**src/include/panel_pad_pkg.sv**
```systemverilog
// Register map, field layout and reset values for the panel output pad control block.
package panel_pad_pkg;
  localparam int ADDR_W = 8;
  localparam int DATA_W = 32;
  localparam int DELAY_W = 5;
  localparam int DRIVE_W = 3;
  localparam int NUM_DELAY = 19;
  localparam int NUM_DRIVE = 21;
  localparam int CODES_PER_REG = 8;
  localparam int NUM_DRIVE_REG = 3;
  localparam int NUM_BIDIR = 3;
  localparam int NUM_STRAP = 2;
  localparam int PHASE_W = 8;
  localparam int PREDIV_W = 16;
  // Delay slots in register order; the panel clock delay sits in output_control_one.
  localparam int DLY_PCLK = 8;
  // Drive code slots: 0..1 polarity flags, 2..7 data groups, 8..17 sync generators.
  localparam int DRV_PWM = 18;
  localparam int DRV_OUTEN = 19;
  localparam int DRV_PCLK = 20;
  localparam logic [ADDR_W-1:0] OFF_DELAY_BASE = 8'h00;
  localparam logic [ADDR_W-1:0] OFF_DRIVE_BASE = 8'h50;
  localparam logic [ADDR_W-1:0] OFF_BRIGHT0 = 8'h60;
  localparam logic [ADDR_W-1:0] OFF_BRIGHT1 = 8'h64;
  localparam logic [ADDR_W-1:0] OFF_PIN_DIR = 8'h68;
  localparam logic [ADDR_W-1:0] OFF_STATUS = 8'h6C;
  localparam int BR_WIDTH_LSB = 0;
  localparam int BR_SYNC_BIT = 8;
  localparam int BR_INV_BIT = 9;
  localparam int ST_STRAP_LSB = 0;
  localparam int ST_OUT_BIT = 4;
  localparam int ST_PHASE_LSB = 8;
  localparam logic [DRIVE_W-1:0] DRIVE_RESET = 3'h0;
  localparam logic [DELAY_W-1:0] DELAY_RESET = 5'h00;
  localparam logic [PHASE_W-1:0] WIDTH_RESET = 8'h00;
  localparam logic [PREDIV_W-1:0] PREDIV_RESET = 16'h0000;
  localparam logic [1:0] RESP_OKAY = 2'h0;
  localparam logic [1:0] RESP_SLVERR = 2'h2;
  typedef enum logic [0:0] {
    WR_COLLECT = 1'b0,
    WR_RESP = 1'b1
  } wr_state_t;
endpackage : panel_pad_pkg

```
**src/design/brightness_pwm.sv**
```systemverilog
// Brightness pulse width modulator with pre-divider, sync to the horizontal gate and polarity inversion.
module brightness_pwm
  import panel_pad_pkg::*;
#(
  parameter int DIV_W = PREDIV_W,
  parameter int CNT_W = PHASE_W
) (
  // Clock and reset
  input wire logic clk,
  input wire logic rst_n,
  // Configuration
  input wire logic [DIV_W-1:0] prediv,
  input wire logic [CNT_W-1:0] width,
  input wire logic syncEnable,
  input wire logic invert,
  input wire logic hGate,
  // Result
  output logic pwmOut,
  output logic [CNT_W-1:0] phase
);
  logic [DIV_W-1:0] divCount;
  logic hGateQ;
  logic syncHit;
  logic tick;

  assign syncHit = syncEnable && hGate && !hGateQ;
  // A compare with >= keeps the divider safe when software lowers the value mid-count.
  assign tick = divCount >= prediv;

  always_ff @(posedge clk) begin
    if (!rst_n) begin
      hGateQ <= 1'b0;
    end else begin
      hGateQ <= hGate;
    end
  end

  always_ff @(posedge clk) begin
    if (!rst_n) begin
      divCount <= '0;
    end else if (syncHit || tick) begin
      divCount <= '0;
    end else begin
      divCount <= divCount + DIV_W'(1);
    end
  end

  // The phase wraps naturally after 255, so a period is 256 divided ticks.
  always_ff @(posedge clk) begin
    if (!rst_n) begin
      phase <= '0;
    end else if (syncHit) begin
      phase <= '0;
    end else if (tick) begin
      phase <= phase + CNT_W'(1);
    end
  end

  always_ff @(posedge clk) begin
    if (!rst_n) begin
      pwmOut <= 1'b0;
    end else begin
      pwmOut <= (phase < width) ^ invert;
    end
  end
endmodule : brightness_pwm

```
**src/design/panel_pad_ctrl.sv**
```systemverilog
// Panel output pad control: drive codes, delay codes, pin direction, straps and brightness over AXI4-Lite.
// Notes on behaviour
// - Every data group and control output has a 3-bit drive code giving eight steps from weakest to strongest.
// - The panel clock has its own 3-bit drive code whose steps are twice the data output current.
// - Code zero is the weakest step and code seven the strongest, rising monotonically.
// - Each data group, each polarity flag, each sync output, the modulator, the enable pin and the clock have a code.
// - After reset every drive code reads zero, the weakest step.
// - Nineteen of the 21 coded outputs, the modulator not among them, have a 5-bit delay code in fixed steps.
// - Each delayed output has its own delay field, the panel clock one living in output_control_one.
// - The modulator runs from the system clock through a programmable pre-divider.
// - One modulator period is 256 pre-divided ticks.
// - Software programs both the pulse width and the pre-divider value.
// - With sync selected, a rising horizontal gate restarts the modulator period.
// - A configuration bit inverts the modulator output polarity.
// - Reset turns every bidirectional pin, the first three data groups among them, to input.
// - The two strap-shared sync outputs stay input in reset, latch the strap levels, then drive.
//
// Design decisions made here: the register offsets and register access over AXI4-Lite.
module panel_pad_ctrl
  import panel_pad_pkg::*;
(
  // Clock and reset
  input wire logic clk,
  input wire logic rst_n,
  // AXI4-Lite write address
  input wire logic awvalid,
  output logic awready,
  input wire logic [ADDR_W-1:0] awaddr,
  // AXI4-Lite write data
  input wire logic wvalid,
  output logic wready,
  input wire logic [DATA_W-1:0] wdata,
  input wire logic [DATA_W/8-1:0] wstrb,
  // AXI4-Lite write response
  output logic bvalid,
  input wire logic bready,
  output logic [1:0] bresp,
  // AXI4-Lite read address
  input wire logic arvalid,
  output logic arready,
  input wire logic [ADDR_W-1:0] araddr,
  // AXI4-Lite read data
  output logic rvalid,
  input wire logic rready,
  output logic [DATA_W-1:0] rdata,
  output logic [1:0] rresp,
  // Pad controls
  output logic [NUM_DRIVE-1:0][DRIVE_W-1:0] driveCode,
  output logic [NUM_DELAY-1:0][DELAY_W-1:0] padDelay,
  // Bidirectional data groups a to c, enable low while driving
  output logic [NUM_BIDIR-1:0] dataGroupOe_n,
  // Strap-shared sync outputs 2 and 4
  input wire logic [NUM_STRAP-1:0] addressStrap,
  output logic [NUM_STRAP-1:0] syncStrapOe_n,
  output logic [NUM_STRAP-1:0] strapLevel,
  // Brightness modulator
  input wire logic hGate,
  output logic pwmOut
);
  wr_state_t wrState;
  logic [ADDR_W-1:0] wrAddr;
  logic [DATA_W-1:0] wrData;
  logic [DATA_W/8-1:0] wrStrb;
  logic wrFire;
  logic [DATA_W-1:0] merged;
  logic awFire;
  logic wFire;
  logic arFire;
  logic [PHASE_W-1:0] pulseWidth;
  logic syncEnable;
  logic invertOut;
  logic [PREDIV_W-1:0] prediv;
  logic [NUM_BIDIR-1:0] pinDir;
  logic strapDone;
  logic [PHASE_W-1:0] phase;

  function automatic logic [ADDR_W-1:0] delayAddr(input int i);
    delayAddr = OFF_DELAY_BASE + ADDR_W'(i * 4);
  endfunction : delayAddr

  function automatic logic [ADDR_W-1:0] driveAddr(input int r);
    driveAddr = OFF_DRIVE_BASE + ADDR_W'(r * 4);
  endfunction : driveAddr

  function automatic logic isMapped(input logic [ADDR_W-1:0] a);
    logic hit;
    hit = 1'b0;
    for (int i = 0; i < NUM_DELAY; i++) begin
      hit = hit | (a == delayAddr(i));
    end
    for (int r = 0; r < NUM_DRIVE_REG; r++) begin
      hit = hit | (a == driveAddr(r));
    end
    hit = hit | (a == OFF_BRIGHT0) | (a == OFF_BRIGHT1) | (a == OFF_PIN_DIR) | (a == OFF_STATUS);
    isMapped = hit;
  endfunction : isMapped

  // Read view of every register; unused bits read as zero.
  function automatic logic [DATA_W-1:0] readReg(input logic [ADDR_W-1:0] a);
    logic [DATA_W-1:0] v;
    v = '0;
    for (int i = 0; i < NUM_DELAY; i++) begin
      if (a == delayAddr(i)) begin
        v[DELAY_W-1:0] = padDelay[i];
      end
    end
    for (int k = 0; k < NUM_DRIVE; k++) begin
      if (a == driveAddr(k / CODES_PER_REG)) begin
        v[(k % CODES_PER_REG) * DRIVE_W +: DRIVE_W] = driveCode[k];
      end
    end
    if (a == OFF_BRIGHT0) begin
      v[BR_WIDTH_LSB +: PHASE_W] = pulseWidth;
      v[BR_SYNC_BIT] = syncEnable;
      v[BR_INV_BIT] = invertOut;
    end
    if (a == OFF_BRIGHT1) begin
      v[PREDIV_W-1:0] = prediv;
    end
    if (a == OFF_PIN_DIR) begin
      v[NUM_BIDIR-1:0] = pinDir;
    end
    if (a == OFF_STATUS) begin
      v[ST_STRAP_LSB +: NUM_STRAP] = strapLevel;
      v[ST_OUT_BIT] = pwmOut;
      v[ST_PHASE_LSB +: PHASE_W] = phase;
    end
    readReg = v;
  endfunction : readReg

  assign awFire = awvalid && awready;
  assign wFire = wvalid && wready;
  assign arFire = arvalid && arready;
  // The write lands once both address and data are held and no response is pending.
  assign wrFire = (wrState == WR_COLLECT) && !awready && !wready;

  always_comb begin
    merged = readReg(wrAddr);
    for (int b = 0; b < DATA_W / 8; b++) begin
      if (wrStrb[b]) begin
        merged[b*8 +: 8] = wrData[b*8 +: 8];
      end
    end
  end

  // Address and data are taken in either order and held until the write lands.
  always_ff @(posedge clk) begin
    if (!rst_n) begin
      awready <= 1'b1;
      wrAddr <= '0;
    end else if (awFire) begin
      awready <= 1'b0;
      wrAddr <= awaddr;
    end else if (bvalid && bready) begin
      awready <= 1'b1;
    end
  end

  always_ff @(posedge clk) begin
    if (!rst_n) begin
      wready <= 1'b1;
      wrData <= '0;
      wrStrb <= '0;
    end else if (wFire) begin
      wready <= 1'b0;
      wrData <= wdata;
      wrStrb <= wstrb;
    end else if (bvalid && bready) begin
      wready <= 1'b1;
    end
  end

  always_ff @(posedge clk) begin
    if (!rst_n) begin
      wrState <= WR_COLLECT;
      bvalid <= 1'b0;
      bresp <= RESP_OKAY;
    end else begin
      case (wrState)
        WR_COLLECT: begin
          if (wrFire) begin
            bvalid <= 1'b1;
            bresp <= isMapped(wrAddr) ? RESP_OKAY : RESP_SLVERR;
            wrState <= WR_RESP;
          end
        end
        WR_RESP: begin
          if (bready) begin
            bvalid <= 1'b0;
            wrState <= WR_COLLECT;
          end
        end
        default: begin
          bvalid <= 1'b0;
          wrState <= WR_COLLECT;
        end
      endcase
    end
  end

  always_ff @(posedge clk) begin
    if (!rst_n) begin
      arready <= 1'b1;
      rvalid <= 1'b0;
      rdata <= '0;
      rresp <= RESP_OKAY;
    end else if (arFire) begin
      arready <= 1'b0;
      rvalid <= 1'b1;
      rdata <= readReg(araddr);
      rresp <= isMapped(araddr) ? RESP_OKAY : RESP_SLVERR;
    end else if (rvalid && rready) begin
      arready <= 1'b1;
      rvalid <= 1'b0;
    end
  end

  // Codes drive the pads directly; a change takes effect one edge after the write.
  always_ff @(posedge clk) begin
    if (!rst_n) begin
      for (int k = 0; k < NUM_DRIVE; k++) begin
        driveCode[k] <= DRIVE_RESET;
      end
    end else if (wrFire) begin
      for (int k = 0; k < NUM_DRIVE; k++) begin
        if (wrAddr == driveAddr(k / CODES_PER_REG)) begin
          driveCode[k] <= merged[(k % CODES_PER_REG) * DRIVE_W +: DRIVE_W];
        end
      end
    end
  end

  always_ff @(posedge clk) begin
    if (!rst_n) begin
      for (int i = 0; i < NUM_DELAY; i++) begin
        padDelay[i] <= DELAY_RESET;
      end
    end else if (wrFire) begin
      for (int i = 0; i < NUM_DELAY; i++) begin
        if (wrAddr == delayAddr(i)) begin
          padDelay[i] <= merged[DELAY_W-1:0];
        end
      end
    end
  end

  always_ff @(posedge clk) begin
    if (!rst_n) begin
      pulseWidth <= WIDTH_RESET;
      syncEnable <= 1'b0;
      invertOut <= 1'b0;
      prediv <= PREDIV_RESET;
    end else if (wrFire && wrAddr == OFF_BRIGHT0) begin
      pulseWidth <= merged[BR_WIDTH_LSB +: PHASE_W];
      syncEnable <= merged[BR_SYNC_BIT];
      invertOut <= merged[BR_INV_BIT];
    end else if (wrFire && wrAddr == OFF_BRIGHT1) begin
      prediv <= merged[PREDIV_W-1:0];
    end
  end

  // Software alone turns the bidirectional groups into outputs.
  always_ff @(posedge clk) begin
    if (!rst_n) begin
      pinDir <= '0;
      dataGroupOe_n <= '1;
    end else begin
      if (wrFire && wrAddr == OFF_PIN_DIR) begin
        pinDir <= merged[NUM_BIDIR-1:0];
      end
      dataGroupOe_n <= ~pinDir;
    end
  end

  // The strap is caught at the first edge after release, while the pads are still inputs.
  always_ff @(posedge clk) begin
    if (!rst_n) begin
      strapDone <= 1'b0;
      strapLevel <= '0;
      syncStrapOe_n <= '1;
    end else begin
      syncStrapOe_n <= '0;
      if (!strapDone) begin
        strapDone <= 1'b1;
        strapLevel <= addressStrap;
      end
    end
  end

  brightness_pwm #(
    .DIV_W(PREDIV_W),
    .CNT_W(PHASE_W)
  ) pwmUnit (
    .clk(clk),
    .rst_n(rst_n),
    .prediv(prediv),
    .width(pulseWidth),
    .syncEnable(syncEnable),
    .invert(invertOut),
    .hGate(hGate),
    .pwmOut(pwmOut),
    .phase(phase)
  );
endmodule : panel_pad_ctrl

```
**config.mk**
```make
export PLATFORM = sky130hd
export DESIGN_NAME = panel_pad_ctrl
export DESIGN_NICKNAME = d
export VERILOG_FILES = /design/src/include/panel_pad_pkg.sv /design/src/design/brightness_pwm.sv /design/src/design/panel_pad_ctrl.sv
export SDC_FILE = /design/constraint.sdc
export NUM_CORES = 1
export LEC_CHECK = 0
export ABC_CLOCK_PERIOD_IN_PS = 4040
export BUFFER_PORTS_ARGS = -buffer_cell sky130_fd_sc_hd__buf_2
export CORE_UTILIZATION = 53
export CTS_CLUSTER_SIZE = 30
export DETAILED_ROUTE_END_ITERATION = 10
export PLACE_DENSITY = 0.79
export SKIP_CTS_REPAIR_TIMING = 1
export SYNTH_ARGS = -nofsm -noshare
export SYNTH_HDL_FRONTEND = slang
export SYNTH_HIERARCHICAL = 1
export SYNTH_SLANG_ARGS = --single-unit
export TNS_END_PERCENT = 1
```
**constraint.sdc**
```tcl
create_clock -name clk -period 4.04 [get_ports clk]
set_input_delay 0.606 -clock clk [delete_from_list [all_inputs] [get_ports clk]]
set_output_delay 0.606 -clock clk [all_outputs]
set_load 0.005 [all_outputs]
```
Word level (Yosys, flattened, before mapping)
Cells that the tools add are included.
{ "word_totals": {"regBits": 290, "input_bits": 62, "output_inout_bits": 207, "wordCells": 334} }
{ "op_classes": {"add_sub_neg": 2, "bitwise_logic": 55, "n_eq_ne": 52, "n_mux": 110, "n_lt_le_gt_ge": 2, "n_reduce_logical": 48} }
{ "op_table": {"columns": ["op", "count"], "rows": [
  ["$mux W5", 38],
  ["$eq A8 B7 Y1 const B", 20],
  ["$eq A8 B6 Y1 const B", 16],
  ["$mux W3", 42],
  ["$eq A8 B5 Y1 const B", 8],
  ["$or A1 B1 Y1", 50],
  ["$reduce_and A2 Y1", 25],
  ["$mux W8", 5],
  ["$eq A8 B4 Y1 const B", 4],
  ["$mux W16", 2],
  ["$mux W10", 2],
  ["$add A16 B1 Y16 const B", 1],
  ["$eq A8 B3 Y1 const B", 2],
  ["$ge A16 B16 Y1", 1],
  ["$logic_not A8 Y1", 2],
  ["$mux W1", 14],
  ["$logic_and A1 B1 Y1", 12],
  ["$mux W2", 5],
  ["$add A8 B1 Y8 const B", 1],
  ["$lt A8 B8 Y1", 1],
  ["$reduce_bool A2 Y1", 3],
  ["$ne A2 B2 Y1 const B", 2],
  ["$pmux W1 S2", 2],
  ["$reduce_or A2 Y1", 2],
  ["5 further kinds", 9]
]} }

Depth between registers and ports, before layout
{ "depth": {"word_depth": 28, "ltp_mapped": 12, "ltp_nobuf": 8} }

Modules after synthesis
Netlist, hierarchy kept.
{ "by_module_without_submodules": {"columns": ["mod", "cells_each", "area_each_um2", "seq_area_each_um2", "instances"], "rows": [
  ["panel_pad_ctrl", 1665, 13173.9, 5225.0, 1],
  ["brightness_pwm", 205, 1767.9, 520.5, 1]
]} }

Worst setup path before layout
OpenSTA, ideal clock, no wires.
{ "synth_path": {"kind": "input to register", "start": "input port araddr[1]", "end": "register rdata[1]", "required_ns": 3.918, "setup_ns": 0.122, "arrival_ns": 2.384, "stages": 6, "setup_slack_ns": 1.534, "path_buffers": 1, "path_cell_list": "clkbuf_1 > nor4b_1 > nand2_1 > o21ai_0 > nor4_1 > a221o_1"} }
{ "synth_via": {"elab_chain_len": 27, "word_cells_on_any_way": 52, "cone_classes": "25 x eq/ne; 26 x mux; 1 x reduce/logical"} }
{ "synth_lines": {"columns": ["element", "line", "source"], "rows": [
  ["start, declared", "panel_pad_ctrl.sv:41", "input wire logic [ADDR_W-1:0] araddr,"],
  ["$logic_not A8 Y1", "panel_pad_ctrl.sv:103", "if (a == delayAddr(i)) begin"],
  ["$mux W5 (19 in a row)", "panel_pad_ctrl.sv:103", null],
  ["$mux W3 (3 in a row)", "panel_pad_ctrl.sv:108", "if (a == driveAddr(k / CODES_PER_REG)) begin"],
  ["$mux W10", "panel_pad_ctrl.sv:112", "if (a == OFF_BRIGHT0) begin"],
  ["$mux W16", "panel_pad_ctrl.sv:117", "if (a == OFF_BRIGHT1) begin"],
  ["$mux W3", "panel_pad_ctrl.sv:120", "if (a == OFF_PIN_DIR) begin"],
  ["$mux W2 *", "panel_pad_ctrl.sv:123", "if (a == OFF_STATUS) begin"],
  ["end signal, assigned", "panel_pad_ctrl.sv:210", "rdata <= readReg(araddr);"],
  ["end, declared", "panel_pad_ctrl.sv:45", "output logic [DATA_W-1:0] rdata,"]
]} }
Mark *: on every way between the ends. The rest lies on a longest branch, timed or not.
A chain may end at the register's enable or synchronous reset.

Final worst setup path
{ "layout_path": {"start": "register wrAddr[3]", "end": "register padDelay[23] in the netlist's numbering"} }
{ "layout_via": {"elab_chain_len": 26, "word_cells_on_any_way": 50, "cone_classes": "23 x eq/ne; 25 x mux; 2 x reduce/logical"} }
{ "layout_lines": {"columns": ["element", "line", "source"], "rows": [
  ["start, declared", "panel_pad_ctrl.sv:61", "logic [ADDR_W-1:0] wrAddr;"],
  ["start signal, assigned", "panel_pad_ctrl.sv:153", "wrAddr <= awaddr;"],
  ["$logic_not A8 Y1", "panel_pad_ctrl.sv:103", null],
  ["$mux W5 (19 in a row)", "panel_pad_ctrl.sv:103", null],
  ["$mux W3 (3 in a row)", "panel_pad_ctrl.sv:108", null],
  ["$mux W10", "panel_pad_ctrl.sv:112", null],
  ["$mux W16", "panel_pad_ctrl.sv:117", null],
  ["$mux W8", "panel_pad_ctrl.sv:140", "if (wrStrb[b]) begin"],
  ["end signal, assigned by index", "panel_pad_ctrl.sv:241", "padDelay[i] <= merged[DELAY_W-1:0];"],
  ["end, declared", "panel_pad_ctrl.sv:49", "output logic [NUM_DELAY-1:0][DELAY_W-1:0] padDelay,"]
]} }
Several ways; a longest one is shown, not always the timed one.

==> flow_summary.ini <==
[outcome]
outcome = finished clean

[worst_setup_path]
cp.arrival_ns = 3.85
required_ns = 4.47
cp_top_family = compound AO/OA/AOI/OAI gates
start_kind = flop
cp_max_fo = 32
setup.worst_path.class = flop to flop
cp-end-kind = flop
crit_chain = buf_4, mux4_2, and3_1, o21ai_0, a211oi_1, o31a_1, a21oi_1, buf_4, a21oi_1
critPathMaxStageDelay_ns = 0.74
crit_slowest_cell = dfxtp_2
critical_path_buf_inv_count = 2

[routing]
drc = 0
ant_nets = 0
dr.pass1.iters = 9
wl_um = 57400
vias = 16300
wl_per_cell_um = 23.3
drt_iter0_drc = 2436
via_per_inst = 6.61

[floorplan]
fp.dieH_um = 170
rows = 61
die-area_um2 = 28900
die_x_um = 170
io_pins = 269
start_util = 0.538
coreArea_um2 = 27800

[grt]
antenna_found_initial = 0
grt_pass1_wl_um = 87000
track_usage = 0.386
overflow = 0
grt_pass1_vias = 14600
grt_max_degree = 96

[clock_tree]
cts-root-buf = clkbuf_16
cts_buffers = 29
clk_latency_ns = 0.58
cts_max_level = 1
clk_pin_slew_worst_paths_ns = 0.07
clock-sinks = 287
cts_tree = done
clock_path_buffers = 3

[sta]
rsz0062_at_grt = no
timing_worst_slew_pin_value_ns = 1.10
hold_viol_final = 0
finClkSkew_ns = 0.0155
finalMaxSlewViolations = 0
timing.hold.ws_ns = 0.258
finalSetupViolCount = 0
fin_ws_ns = 0.623
finalCriticalPeriod_ns = 3.42
maxSlewHeadroom = 0.263
setup_tns_ns = 0
min_period_over_period = 0.846
max_freq_ghz = 0.293

[placed_design]
place_ws_ns = 0.799
io_buffer_count = 249
dp_hpwl_um = 40900
place_congestion = 0.989

[logic_synthesis]
synth-edff-count = 0
synth_top_family_by_area = compound AO/OA/AOI/OAI gates
synth_most_common_cell = nand2_1
yosys.area.top_type = dfxtp_1
synth_fa_ha_area_frac = 0.0216
netlist_instances = 1870
ys_types = 98
avgSynthCellArea_um2 = 7.99
synth-main-ff-cell = dfxtp_1
synthArstFlopShare = 0
yosys.area_share.xor_xnor = 0.00821
ys_seq_elements = 287
post_synth_mux_area_share = 0.0349
yosysWarningCount = 6
yosys.area_share.simple = 0.214
syn_area_um2 = 14900
synth_commonest_cells = nand2_1 (302), dfxtp_1 (287), a21oi_1 (218), o21ai_0 (175), nor2_1 (123)
synth_area_leaders = dfxtp_1 (38%), nand2_1 (7.6%), a21oi_1 (7.3%)
synth_compound_area_frac = 0.276
yosysTopAreaCellShare = 0.385
ys_seq_area_frac = 0.385

[final_layout]
drive_gt1_frac = 0.205
areaGrowthSynthToFinish_pct = 17.2
final_nets = 2155
antenna_cells = 0

[power]
p_leak_nw = 6.80
power_density_nw_per_um2 = 378
vdd_ir_drop_max_mv = 0.291
p_total_w = 0.00662

[flow_run]
drv_cap = 0

[min_path]
hp-class = primary input to flop
==> registers in the layout, indices dropped and copies added, names as in the netlist, 3 cells and up <==
| name | count |
|---|---|
| pulseWidth | 8 |
| pwmUnit/phase | 8 |
| prediv | 16 |
| driveCode | 63 |
| padDelay | 95 |
| wrAddr | 8 |
| wrData | 24 |
| pwmUnit/divCount | 16 |
| rdata | 24 |
| pinDir | 3 |
| dataGroupOe_n | 3 |
| wrStrb | 3 |
==> worst register-to-register path, stage by stage (launching register included) <==
cell      delay [ns]
dfxtp_2         0.74
buf_4           0.48
mux4_2          0.39
and3_1          0.20
o21ai_0         0.31
a211oi_1        0.22
o31a_1          0.33
a21oi_1         0.12
buf_4           0.35
a21oi_1         0.14
==> layer usage <==
metal / global-route usage / vias up / routed length (um)
met5: 0 / - / 0
met4: 0.123 / 0 / 1820
met3: 0.0691 / 167 / 6910
met2: 0.594 / 1191 / 25300
met1: 0.543 / 7744 / 23400
li1: - / 7224 / -
==> layout make-up <==
class,instances,area [um^2]
sequential,287,5750
fill,2430,10300
inverter,46,174
clock inverter,18,287
timing repair buffer,303,1680
clock buffer,36,812
multi-input combinational,1401,8340
tap,378,473
==> where the power goes <==
group | leakage, nW | internal, W | switching [W]
Clock | 0.546 | 0.00188 | 0.00121
Combinational | 3.93 | 0.000191 | 0.000377
Sequential | 2.32 | 0.00288 | 0.0000865
==> placed cells by master, fill, tap and decap left out, drive strengths merged, types with 15 or more instances in the layout <==
| master | instances |
|---|---|
| mux2i | 33 |
| a22oi | 30 |
| inv | 46 |
| ha | 25 |
| buf | 303 |
| nand2b | 20 |
| a31oi | 18 |
| nand2 | 302 |
| o22ai | 40 |
| nor2 | 136 |
| dfxtp | 287 |
| a21oi | 221 |
| and2 | 15 |
| nand3 | 54 |
| o21ai | 183 |
| a211oi | 25 |
| a221oi | 23 |
| nor3 | 40 |
| clkbuf | 36 |
| a222oi | 19 |
==> path summary, 6_finish.rpt <==
kind              from          endpoint  slack, ns  cells past startpoint
min reg2reg  pinDir[1]  dataGroupOe_n[1]       0.46                      1
min           wdata[4]         wrData[4]       0.26                      3
max          wrAddr[3]      padDelay[23]       0.62                      9
max reg2reg  wrAddr[3]      padDelay[23]       0.62                      9
==> stage by stage <==
stage               instances  area, um^2   util
floorplan                1879       15000      -
global placement         2415       16400  0.591
detailed placement       2415       16400  0.591
CTS                      2469       17500  0.630
global route             2469       17500  0.630
finish                   2469       17500  0.630
==> cells by family (layout without fill, tap and decap cells) <==
kind of cell	count (synthesis)	after routing
AOI/OAI and AO/OA	657	657
adders and majority gates	26	26
DFF	287	287
buffers and inverters	191	403
and+or+nand+nor	651	651
muxes	43	43
xor gates and xnor gates	14	14
other	1	10
Note: power is estimated with default switching activity, not from simulation.
